===== src/rtl/optpt_pkg.sv =====
// Shared constants, register map and types of the one-shot trigger pulse timer.
package optpt_pkg;
  localparam int unsigned CNT_W = 16;
  localparam int unsigned ADDR_W = 8;
  localparam int unsigned DATA_W = 32;
  localparam logic [ADDR_W-1:0] OFF_CTL0 = 8'h00;
  localparam logic [ADDR_W-1:0] OFF_CTL1 = 8'h04;
  localparam logic [ADDR_W-1:0] OFF_EDGE = 8'h08;
  localparam logic [ADDR_W-1:0] OFF_CCR0 = 8'h0C;
  localparam logic [ADDR_W-1:0] OFF_CCR1 = 8'h10;
  localparam logic [ADDR_W-1:0] OFF_CNT = 8'h14;
  localparam int unsigned CTL0_RUN_BIT = 7;
  localparam int unsigned CTL1_SOFT_BIT = 6;
  localparam int unsigned CTL1_BUSY_BIT = 7;
  localparam logic [2:0] MODE_EXTPULSE = 3'h2;
  localparam logic [2:0] MODE_ONESHOT = 3'h3;
  localparam logic [2:0] PRESC_RST = 3'h0;
  localparam logic [2:0] MODE_RST = 3'h0;
  localparam logic [1:0] EDGE_RST = 2'h0;
  localparam logic [CNT_W-1:0] CNT_ZERO = 16'h0000;
  localparam logic [CNT_W-1:0] CNT_IDLE = 16'hFFFF;
  localparam logic [CNT_W-1:0] CCR_RST = 16'hFFFF;
  localparam logic [CNT_W-1:0] CNT_ONE = 16'h0001;
  localparam logic [1:0] EDGE_NONE = 2'h0;
  localparam logic [1:0] EDGE_RISE = 2'h1;
  localparam logic [1:0] EDGE_FALL = 2'h2;

  typedef struct packed {
    logic run;
    logic [2:0] prescale;
    logic [2:0] mode;
    logic [1:0] event_edge_sel;
    logic [1:0] trigger_edge_sel;
  } optpt_cfg_t;

  typedef enum logic [1:0] {
    S_STOP,
    S_WAIT,
    S_COUNT
  } optpt_state_t;

  function automatic logic optpt_hit(input logic [CNT_W-1:0] cnt, input logic [CNT_W-1:0] cmp);
    optpt_hit = (cnt == cmp);
  endfunction
endpackage


===== src/rtl/optpt_presc.sv =====
// Count clock enable generator dividing the system clock by a power of two.
`timescale 1ns/10ps
`default_nettype none
module optpt_presc #(
  parameter int unsigned DIV_W = 7
) (
  input wire logic ref_clk,
  input wire logic srst,
  input wire logic [2:0] sel,
  output logic tick
);
  logic [DIV_W-1:0] div_q;
  logic [DIV_W-1:0] mask;

  always_comb
  begin
    mask = DIV_W'((1 << sel) - 1);
  end

  assign tick = ((div_q & mask) == mask);

  always_ff @(posedge ref_clk)
  begin
    if (srst)
    begin
      div_q <= '0;
    end
    else
    begin
      div_q <= div_q + DIV_W'(1);
    end
  end
endmodule // optpt_presc
`default_nettype wire


===== src/rtl/optpt_edge.sv =====
// Valid edge detector for the external trigger input.
`timescale 1ns/10ps
`default_nettype none
module optpt_edge (
  input wire logic ref_clk,
  input wire logic srst,
  input wire logic trig_in,
  input wire logic [1:0] sel,
  output logic edge_pulse
);
  logic prev_q;

  always_ff @(posedge ref_clk)
  begin
    if (srst)
    begin
      prev_q <= 1'b0;
    end
    else
    begin
      prev_q <= trig_in;
    end
  end

  always_comb
  begin
    case (sel)
      optpt_pkg::EDGE_NONE: edge_pulse = 1'b0;
      optpt_pkg::EDGE_RISE: edge_pulse = trig_in & ~prev_q;
      optpt_pkg::EDGE_FALL: edge_pulse = ~trig_in & prev_q;
      default: edge_pulse = trig_in ^ prev_q;
    endcase
  end
endmodule // optpt_edge
`default_nettype wire


===== src/rtl/optpt_timer.sv =====
// Sixteen-bit pulse timer with one-shot and external trigger pulse modes behind an APB slave.
`timescale 1ns/10ps
`default_nettype none
// Functional notes
// - Trigger after second compare event clears counter, asserts pulse, keeps counting.
// - Trigger just before second match suppresses its event; pulse stays active.
// - Trigger after first compare event clears counter; active period lengthens.
// - Trigger just before first match suppresses event, clears, asserts pulse.
// - External trigger mode raises second compare event on the match cycle.
// - Modes other than external trigger and one-shot raise second compare event on the count after the match.
// - One-shot mode raises second compare event on the match cycle itself.
// - Mode one-shot with run set waits for trigger, then makes one pulse.
// - Hardware edge or software trigger bit starts the one-shot.
// - Software-started one-shot drives aux output while counting only.
// - Accepted trigger moves counter from all ones to zero, counts up.
// - After the pulse the counter reloads all ones, stops and waits.
// - Triggers during a running one-shot pulse are ignored.
// - Delay equals second compare; width equals first minus second plus one.
// - First event follows count after first match; second on second match.
// - Second compare match raises its event and asserts the pulse output.
// - First compare match raises its event, drops the pulse, stops counting.
// - Compare writes act at once; lower values force a wrap first.
module optpt_timer #(
  parameter int unsigned PRESC_W = 7
) (
  input wire logic ref_clk,
  input wire logic srst,
  input wire logic psel,
  input wire logic penable,
  input wire logic pwrite,
  input wire logic [optpt_pkg::ADDR_W-1:0] paddr,
  input wire logic [optpt_pkg::DATA_W-1:0] pwdata,
  output logic [optpt_pkg::DATA_W-1:0] prdata,
  output logic pready,
  output logic pslverr,
  input wire logic ext_trigger_in,
  output logic pulse_output,
  output logic aux_output,
  output logic period_match_irq,
  output logic delay_match_irq
);
  optpt_pkg::optpt_cfg_t cfg_q;
  optpt_pkg::optpt_state_t st_q;
  optpt_pkg::optpt_state_t st_d;
  logic [optpt_pkg::CNT_W-1:0] ccr0_q;
  logic [optpt_pkg::CNT_W-1:0] ccr1_q;
  logic [optpt_pkg::CNT_W-1:0] cnt_q;
  logic [optpt_pkg::CNT_W-1:0] cnt_d;
  logic [optpt_pkg::CNT_W-1:0] nxt;
  logic pulse_q;
  logic pulse_d;
  logic soft_q;
  logic soft_d;
  logic irq0_d;
  logic irq1_d;
  logic pend_q;
  logic pend_soft_q;
  logic tick;
  logic hw_edge;
  logic soft_trig;
  logic accept;
  logic wr;
  logic rd_setup;
  logic mapped;
  logic os_mode;
  logic ext_mode;

  assign os_mode = (cfg_q.mode == optpt_pkg::MODE_ONESHOT);
  assign ext_mode = (cfg_q.mode == optpt_pkg::MODE_EXTPULSE);

  optpt_presc #(
    .DIV_W(PRESC_W)
  ) u_presc (
    .ref_clk(ref_clk),
    .srst(srst),
    .sel(cfg_q.prescale),
    .tick(tick)
  );

  optpt_edge u_edge (
    .ref_clk(ref_clk),
    .srst(srst),
    .trig_in(ext_trigger_in),
    .sel(cfg_q.trigger_edge_sel),
    .edge_pulse(hw_edge)
  );

  // APB slave with zero wait states.
  assign pready = 1'b1;
  assign wr = psel & penable & pwrite;
  assign rd_setup = psel & ~penable & ~pwrite;
  always_comb
  begin
    case (paddr)
      optpt_pkg::OFF_CTL0, optpt_pkg::OFF_CTL1, optpt_pkg::OFF_EDGE,
      optpt_pkg::OFF_CCR0, optpt_pkg::OFF_CCR1, optpt_pkg::OFF_CNT: mapped = 1'b1;
      default: mapped = 1'b0;
    endcase
  end
  assign pslverr = psel & penable & ~mapped;

  assign soft_trig = wr & (paddr == optpt_pkg::OFF_CTL1) & pwdata[optpt_pkg::CTL1_SOFT_BIT];

  always_ff @(posedge ref_clk)
  begin
    if (srst)
    begin
      cfg_q <= '{run: 1'b0, prescale: optpt_pkg::PRESC_RST, mode: optpt_pkg::MODE_RST,
                 event_edge_sel: optpt_pkg::EDGE_RST, trigger_edge_sel: optpt_pkg::EDGE_RST};
    end
    else if (wr)
    begin
      case (paddr)
        optpt_pkg::OFF_CTL0:
        begin
          cfg_q.run <= pwdata[optpt_pkg::CTL0_RUN_BIT];
          cfg_q.prescale <= pwdata[2:0];
        end
        optpt_pkg::OFF_CTL1: cfg_q.mode <= pwdata[2:0];
        optpt_pkg::OFF_EDGE:
        begin
          cfg_q.event_edge_sel <= pwdata[3:2];
          cfg_q.trigger_edge_sel <= pwdata[1:0];
        end
        default: cfg_q <= cfg_q;
      endcase
    end
  end

  // compare writes act on the next comparison.
  always_ff @(posedge ref_clk)
  begin
    if (srst)
    begin
      ccr0_q <= optpt_pkg::CCR_RST;
      ccr1_q <= optpt_pkg::CCR_RST;
    end
    else if (wr)
    begin
      if (paddr == optpt_pkg::OFF_CCR0)
        ccr0_q <= pwdata[optpt_pkg::CNT_W-1:0];
      if (paddr == optpt_pkg::OFF_CCR1)
        ccr1_q <= pwdata[optpt_pkg::CNT_W-1:0];
    end
  end

  always_ff @(posedge ref_clk)
  begin
    if (srst)
      prdata <= '0;
    else if (rd_setup)
      case (paddr)
        optpt_pkg::OFF_CTL0: prdata <= {24'h000000, cfg_q.run, 4'h0, cfg_q.prescale};
        optpt_pkg::OFF_CTL1: prdata <= {24'h000000, (st_q == optpt_pkg::S_COUNT), 4'h0, cfg_q.mode};
        optpt_pkg::OFF_EDGE: prdata <= {28'h0000000, cfg_q.event_edge_sel, cfg_q.trigger_edge_sel};
        optpt_pkg::OFF_CCR0: prdata <= {16'h0000, ccr0_q};
        optpt_pkg::OFF_CCR1: prdata <= {16'h0000, ccr1_q};
        optpt_pkg::OFF_CNT: prdata <= {16'h0000, cnt_q};
        default: prdata <= '0;
      endcase
  end

  // one-shot triggers count only while waiting.
  assign accept = cfg_q.run & (hw_edge | soft_trig) &
                  ((os_mode & (st_q == optpt_pkg::S_WAIT)) | ext_mode);

  // Pending trigger is applied at the next count clock; a new trigger wins over the clear.
  always_ff @(posedge ref_clk)
  begin
    if (srst)
    begin
      pend_q <= 1'b0;
      pend_soft_q <= 1'b0;
    end
    else if (accept)
    begin
      pend_q <= 1'b1;
      pend_soft_q <= soft_trig;
    end
    else if (~cfg_q.run | tick)
    begin
      pend_q <= 1'b0;
      pend_soft_q <= 1'b0;
    end
  end

  always_comb
  begin
    st_d = st_q;
    cnt_d = cnt_q;
    pulse_d = pulse_q;
    soft_d = soft_q;
    irq0_d = 1'b0;
    irq1_d = 1'b0;
    nxt = cnt_q + optpt_pkg::CNT_ONE;
    if (~cfg_q.run)
    begin
      st_d = optpt_pkg::S_STOP;
      cnt_d = optpt_pkg::CNT_IDLE;
      pulse_d = 1'b0;
      soft_d = 1'b0;
    end
    else if (st_q == optpt_pkg::S_STOP)
    begin
      // arm and wait for a trigger in one-shot and external modes; other modes count from zero.
      st_d = (os_mode | ext_mode) ? optpt_pkg::S_WAIT : optpt_pkg::S_COUNT;
      cnt_d = (os_mode | ext_mode) ? optpt_pkg::CNT_IDLE : optpt_pkg::CNT_ZERO;
    end
    // advance only on the count enable.
    else if (tick)
    begin
      case (cfg_q.mode)
        optpt_pkg::MODE_ONESHOT:
        begin
          if (st_q == optpt_pkg::S_WAIT)
          begin
            if (pend_q)
            begin
              st_d = optpt_pkg::S_COUNT;
              cnt_d = optpt_pkg::CNT_ZERO;
              soft_d = pend_soft_q;
              if (optpt_pkg::optpt_hit(optpt_pkg::CNT_ZERO, ccr1_q))
              begin
                irq1_d = 1'b1;
                pulse_d = 1'b1;
              end
            end
          end
          else if (optpt_pkg::optpt_hit(cnt_q, ccr0_q))
          begin
            irq0_d = 1'b1;
            pulse_d = 1'b0;
            soft_d = 1'b0;
            cnt_d = optpt_pkg::CNT_IDLE;
            st_d = optpt_pkg::S_WAIT;
          end
          else
          begin
            cnt_d = nxt;
            if (optpt_pkg::optpt_hit(nxt, ccr1_q))
            begin
              irq1_d = 1'b1;
              pulse_d = 1'b1;
            end
          end
        end
        optpt_pkg::MODE_EXTPULSE:
        begin
          if (pend_q)
          begin
            st_d = optpt_pkg::S_COUNT;
            cnt_d = optpt_pkg::CNT_ZERO;
            pulse_d = 1'b1;
          end
          else if (st_q == optpt_pkg::S_COUNT)
          begin
            if (optpt_pkg::optpt_hit(cnt_q, ccr0_q))
            begin
              irq0_d = 1'b1;
              cnt_d = optpt_pkg::CNT_ZERO;
              pulse_d = 1'b1;
            end
            else
            begin
              cnt_d = nxt;
              // second event with the output change.
              if (optpt_pkg::optpt_hit(nxt, ccr1_q))
              begin
                irq1_d = 1'b1;
                pulse_d = 1'b0;
              end
            end
          end
        end
        default:
        begin
          if (optpt_pkg::optpt_hit(cnt_q, ccr0_q))
          begin
            irq0_d = 1'b1;
            cnt_d = optpt_pkg::CNT_ZERO;
          end
          else
            cnt_d = nxt;
          // second event on the count after the match.
          if (optpt_pkg::optpt_hit(cnt_q, ccr1_q))
            irq1_d = 1'b1;
        end
      endcase
    end
  end

  always_ff @(posedge ref_clk)
  begin
    if (srst)
    begin
      st_q <= optpt_pkg::S_STOP;
      cnt_q <= optpt_pkg::CNT_IDLE;
    end
    else
    begin
      st_q <= st_d;
      cnt_q <= cnt_d;
    end
  end

  always_ff @(posedge ref_clk)
  begin
    if (srst)
    begin
      pulse_q <= 1'b0;
      soft_q <= 1'b0;
      period_match_irq <= 1'b0;
      delay_match_irq <= 1'b0;
    end
    else
    begin
      pulse_q <= pulse_d;
      soft_q <= soft_d;
      period_match_irq <= irq0_d;
      delay_match_irq <= irq1_d;
    end
  end

  assign pulse_output = pulse_q;
  // aux output follows a software-started one-shot count.
  assign aux_output = soft_q & (st_q == optpt_pkg::S_COUNT) & os_mode;
endmodule // optpt_timer
`default_nettype wire


===== config.mk =====
export PLATFORM = sky130hd
export DESIGN_NAME = optpt_timer
export DESIGN_NICKNAME = d
export VERILOG_FILES = /design/src/rtl/optpt_pkg.sv /design/src/rtl/optpt_presc.sv /design/src/rtl/optpt_edge.sv /design/src/rtl/optpt_timer.sv
export SDC_FILE = /design/constraint.sdc
export NUM_CORES = 1
export LEC_CHECK = 0
export BUFFER_PORTS_ARGS = -buffer_cell sky130_fd_sc_hd__buf_2
export CAP_MARGIN = 10
export CORE_ASPECT_RATIO = 0.8
export CORE_MARGIN = 1
export CORE_UTILIZATION = 48
export CTS_CLUSTER_DIAMETER = 120
export DETAILED_ROUTE_END_ITERATION = 10
export GPL_ROUTABILITY_DRIVEN = 0
export PLACE_DENSITY = 0.72
export RECOVER_POWER = 25
export SYNTH_ARGS = -nofsm -noshare
export SYNTH_HDL_FRONTEND = slang
export SYNTH_SLANG_ARGS = --single-unit

===== constraint.sdc =====
create_clock -name ref_clk -period 1.96 [get_ports ref_clk]
set_input_delay 0.196 -clock ref_clk [delete_from_list [all_inputs] [get_ports ref_clk]]
set_output_delay 0.196 -clock ref_clk [all_outputs]
set_load 0.1 [all_outputs]

==> impl_results.md <==
- Net Switching: 1.08 mW
- Clock Path Buffers: 2
- CP max FO: 6
- Post-synth EDFFs: 0
- Final period util: 1.16
- Leakage power: 3.15 nW
- Slew at the pin with the worst max-slew slack: 1.25 ns
- Commonest non-fill, non-tap cell in the layout: buf_4
- Clk_skew: 0.00561 ns
- GR Util All Layers: 0.316
- DIE WIDTH: 121 um
- Clock power frac: 0.463
- Vias: 6077
- Post-synthesis instance total: slightly above 700
- Max Clk Rate: 0.441 GHz
- Share of layout cells above drive strength 1: 0.345
- Post-synth cell types: ~70
- Nature of the critical path endpoint: register
- Final setup margin: -0.307 ns
- Final wirelength: between 15000 and 20000 um
- Int Pwr: ~2.9 mW
- Violation count after the first detailed-route iteration: roughly 670
- Tmin final: 2.27 ns
- Normalized max-slew margin: 0.168
- Largest net degree at the start of global routing: 70
- Later-pin clock latency in the skew report: 0.35 ns
- TritonCTS clock tree: yes
- Total of max-cap violations: 0
- Most frequent cells in the layout: buf_4 (142), nand2_1 (123), dfxtp_1 (75), a21oi_1 (64), nor2_1 (51)
- Power per Cell Area: 539 nW/um^2
- CP Capture Point: cnt_q[5]
- #FFs+latches synth: 91
- DRT Pass-1 Iters: 5
- Final Hold Fails: 0
- Initial core utilization: 0.497
- CTS Buf Count: 9
- CP arrival: 2.55 ns
- Ys async rst share: 0
- Mapped Avg Cell Area: 7.66 um^2
- Crit start category: register
- Run status: finished with violations
- Clock Sink Count: 91
- Root buffer cell: clkbuf_16
- Net Sw Frac: 0.271
- IO Pins: 84
- H-tree depth: 3
- Post-synthesis cell area: 5440 um^2
- Critical R2R Capture: cnt_q[5]
- Min-Delay Path Class: input port to register
- CTS clk-pin slew, worst paths: 0.07 ns
- Core area: ~11000 um^2
- Cells on worst reg2reg path: 10
- Area Growth Syn to Fin: 36.7%
- Number of global-route vias before repair: about 5700
- Failing checks: negative setup slack
- RSZ-0062 raised after global routing: yes
- Routed vias/inst: ~6
- Die Y: 97.2 um
- HPWL after detailed placement: 12900 um
- Top FF cell, synth: dfxtp_1
- Dpl ws: -0.536 ns
- Sequential area share after synthesis: 0.335
- Rows: 34
- Req. time, crit path: 2.25 ns
- Synth warnings: 0
- Crit path from: ccr0_q[8]
- WS Path Type: register to register
- Final nets: 924
- Flop pwr share: 0.462
- DRC: 0
- I/O Buffers: 50
- # diodes: 0
- Slew Limit Fails: 0
- Power, Total: 4.01 mW
- Reg2reg setup slack: -0.31 ns
- Routed len/inst: 18.7 um
- Worst vdd ir: 0.431 mV
- Fin util: 0.680
- Detail Route Antenna Nets: 0
- Die area: 11800 um^2
- Initial antenna violation count: 0
- Combinational share of power: 0.076
- First-pass GRT wire length: 29300 um
- Total grt overflow: 0
- Setup violations, final: 21
- R2R Path Start: ccr0_q[8]
## metal layers
layer	share of wire	track usage	vias up
li1	-	-	2754
met1	0.42	0.425	2866
met2	0.46	0.494	399
met3	0.094	0.0692	58
met4	0.028	0.112	0
met5	0	0	-
## registers in the layout (all words and copies together) (netlist names), 2 cells and up
| register | cells |
|---|---|
| st_q | 2 |
| cfg_q | 11 |
| ccr1_q | 16 |
| prdata | 16 |
| ccr0_q | 16 |
| u_presc.div_q | 7 |
| cnt_q | 16 |
## synthesized netlist by cell type (3+ instances only)
| library cell | number | area (um^2) |
|---|---|---|
| nand2_1 | 125 | 469 |
| dfxtp_1 | 91 | 1820 |
| a21oi_1 | 69 | 345 |
| nor2_1 | 55 | 206 |
| nand3b_1 | 33 | 248 |
| clkbuf_1 | 32 | 120 |
| xor2_1 | 31 | 272 |
| o21ai_0 | 29 | 145 |
| buf_4 | 22 | 165 |
| a22oi_1 | 20 | 150 |
| nand3_1 | 20 | 100 |
| xnor2_1 | 18 | 158 |
| nor4_1 | 15 | 93.8 |
| inv_1 | 14 | 52.6 |
| buf_2 | 11 | 55.1 |
| nor3_1 | 11 | 55.1 |
| mux2i_1 | 10 | 100 |
| nor2b_1 | 9 | 56.3 |
| and3_1 | 7 | 43.8 |
| mux2_2 | 5 | 56.3 |
| nand4_1 | 5 | 31.3 |
| ha_1 | 4 | 50.1 |
| nand2b_1 | 4 | 25.0 |
| o311ai_0 | 4 | 35.0 |
| a211oi_1 | 3 | 22.5 |
| and2_1 | 3 | 18.8 |
| or2_2 | 3 | 18.8 |
## cell type report
| class | count | area, um^2 |
|---|---|---|
| flip-flops and latches | 91 | 1860 |
| inverters | 14 | 52.6 |
| repair buffers | 208 | 1490 |
| multi-input cells | 550 | 3530 |
| well taps | 144 | 180 |
| clock buffers | 9 | 225 |
| fillers | 848 | 3500 |
| clock inverters | 7 | 85.1 |
## worst min path at each step
| stage | from | end | depth (start not counted) |
|---|---|---|---|
| after floorplan | pwdata[0] | ccr0_q[0] | 2 |
| after global placement | pwdata[11] | ccr0_q[11] | 3 |
| after detailed placement | pwdata[5] | ccr1_q[5] | 3 |
| after CTS | pwdata[5] | ccr1_q[5] | 3 |
| after global routing | pwdata[13] | ccr1_q[13] | 3 |
| final | pwdata[13] | ccr1_q[13] | 3 |
## cells by family after synthesis
kind of cell               Yosys count  share of synthesized area
muxes                               15                     0.0288
and+or+nand+nor                    311                      0.290
other                                2                    0.00138
adders and majority gates            4                    0.00921
AOI/OAI and AO/OA                  154                      0.176
xor gates and xnor gates            49                     0.0789
buffers and inverters               84                     0.0806
DFF                                 91                      0.335
## repair_timing
action,CTS,global route
resized for setup,55,39
hold buffers,0,0
setup endpoints to repair,23,23
setup buffers,5,15
gates cloned,0,1
pin swaps,24,20
## critical path, cell delays in order (launching register included)
cell and delay [ns]:
dfxtp_2 0.38, xor2_1 0.28, nor4_1 0.10, buf_4 0.15, nand4_4 0.13, buf_6 0.11, buf_6 0.13, o21ai_2 0.10
a21bo_4 0.25, or4_1 0.48, nand3_1 0.10
## power groups by stage
stage / registers [mW] / logic (mW) / clock network (mW)
final: 1.85 / 0.304 / 1.85
after global routing: 1.85 / 0.318 / 1.92
after CTS: 1.85 / 0.299 / 1.86
after detailed placement: 1.90 / 0.296 / 0
after global placement: 1.90 / 0.291 / 0
after floorplan: 1.90 / 0.247 / 0
## per-stage QoR
step | TNS, ns | cells | hold WS (ns) | area, um^2
global placement | -8.66 | 986 | 0.418 | 6650
detailed placement | -9.00 | 986 | 0.426 | 6650
CTS | -1.86 | 1007 | 0.0619 | 7180
floorplan | -0.190 | 725 | 0.317 | 5570
global route | -5.81 | 1023 | 0.0772 | 7430
finish | -3.90 | 1023 | 0.0671 | 7430
(Power assumes the default switching activity.)
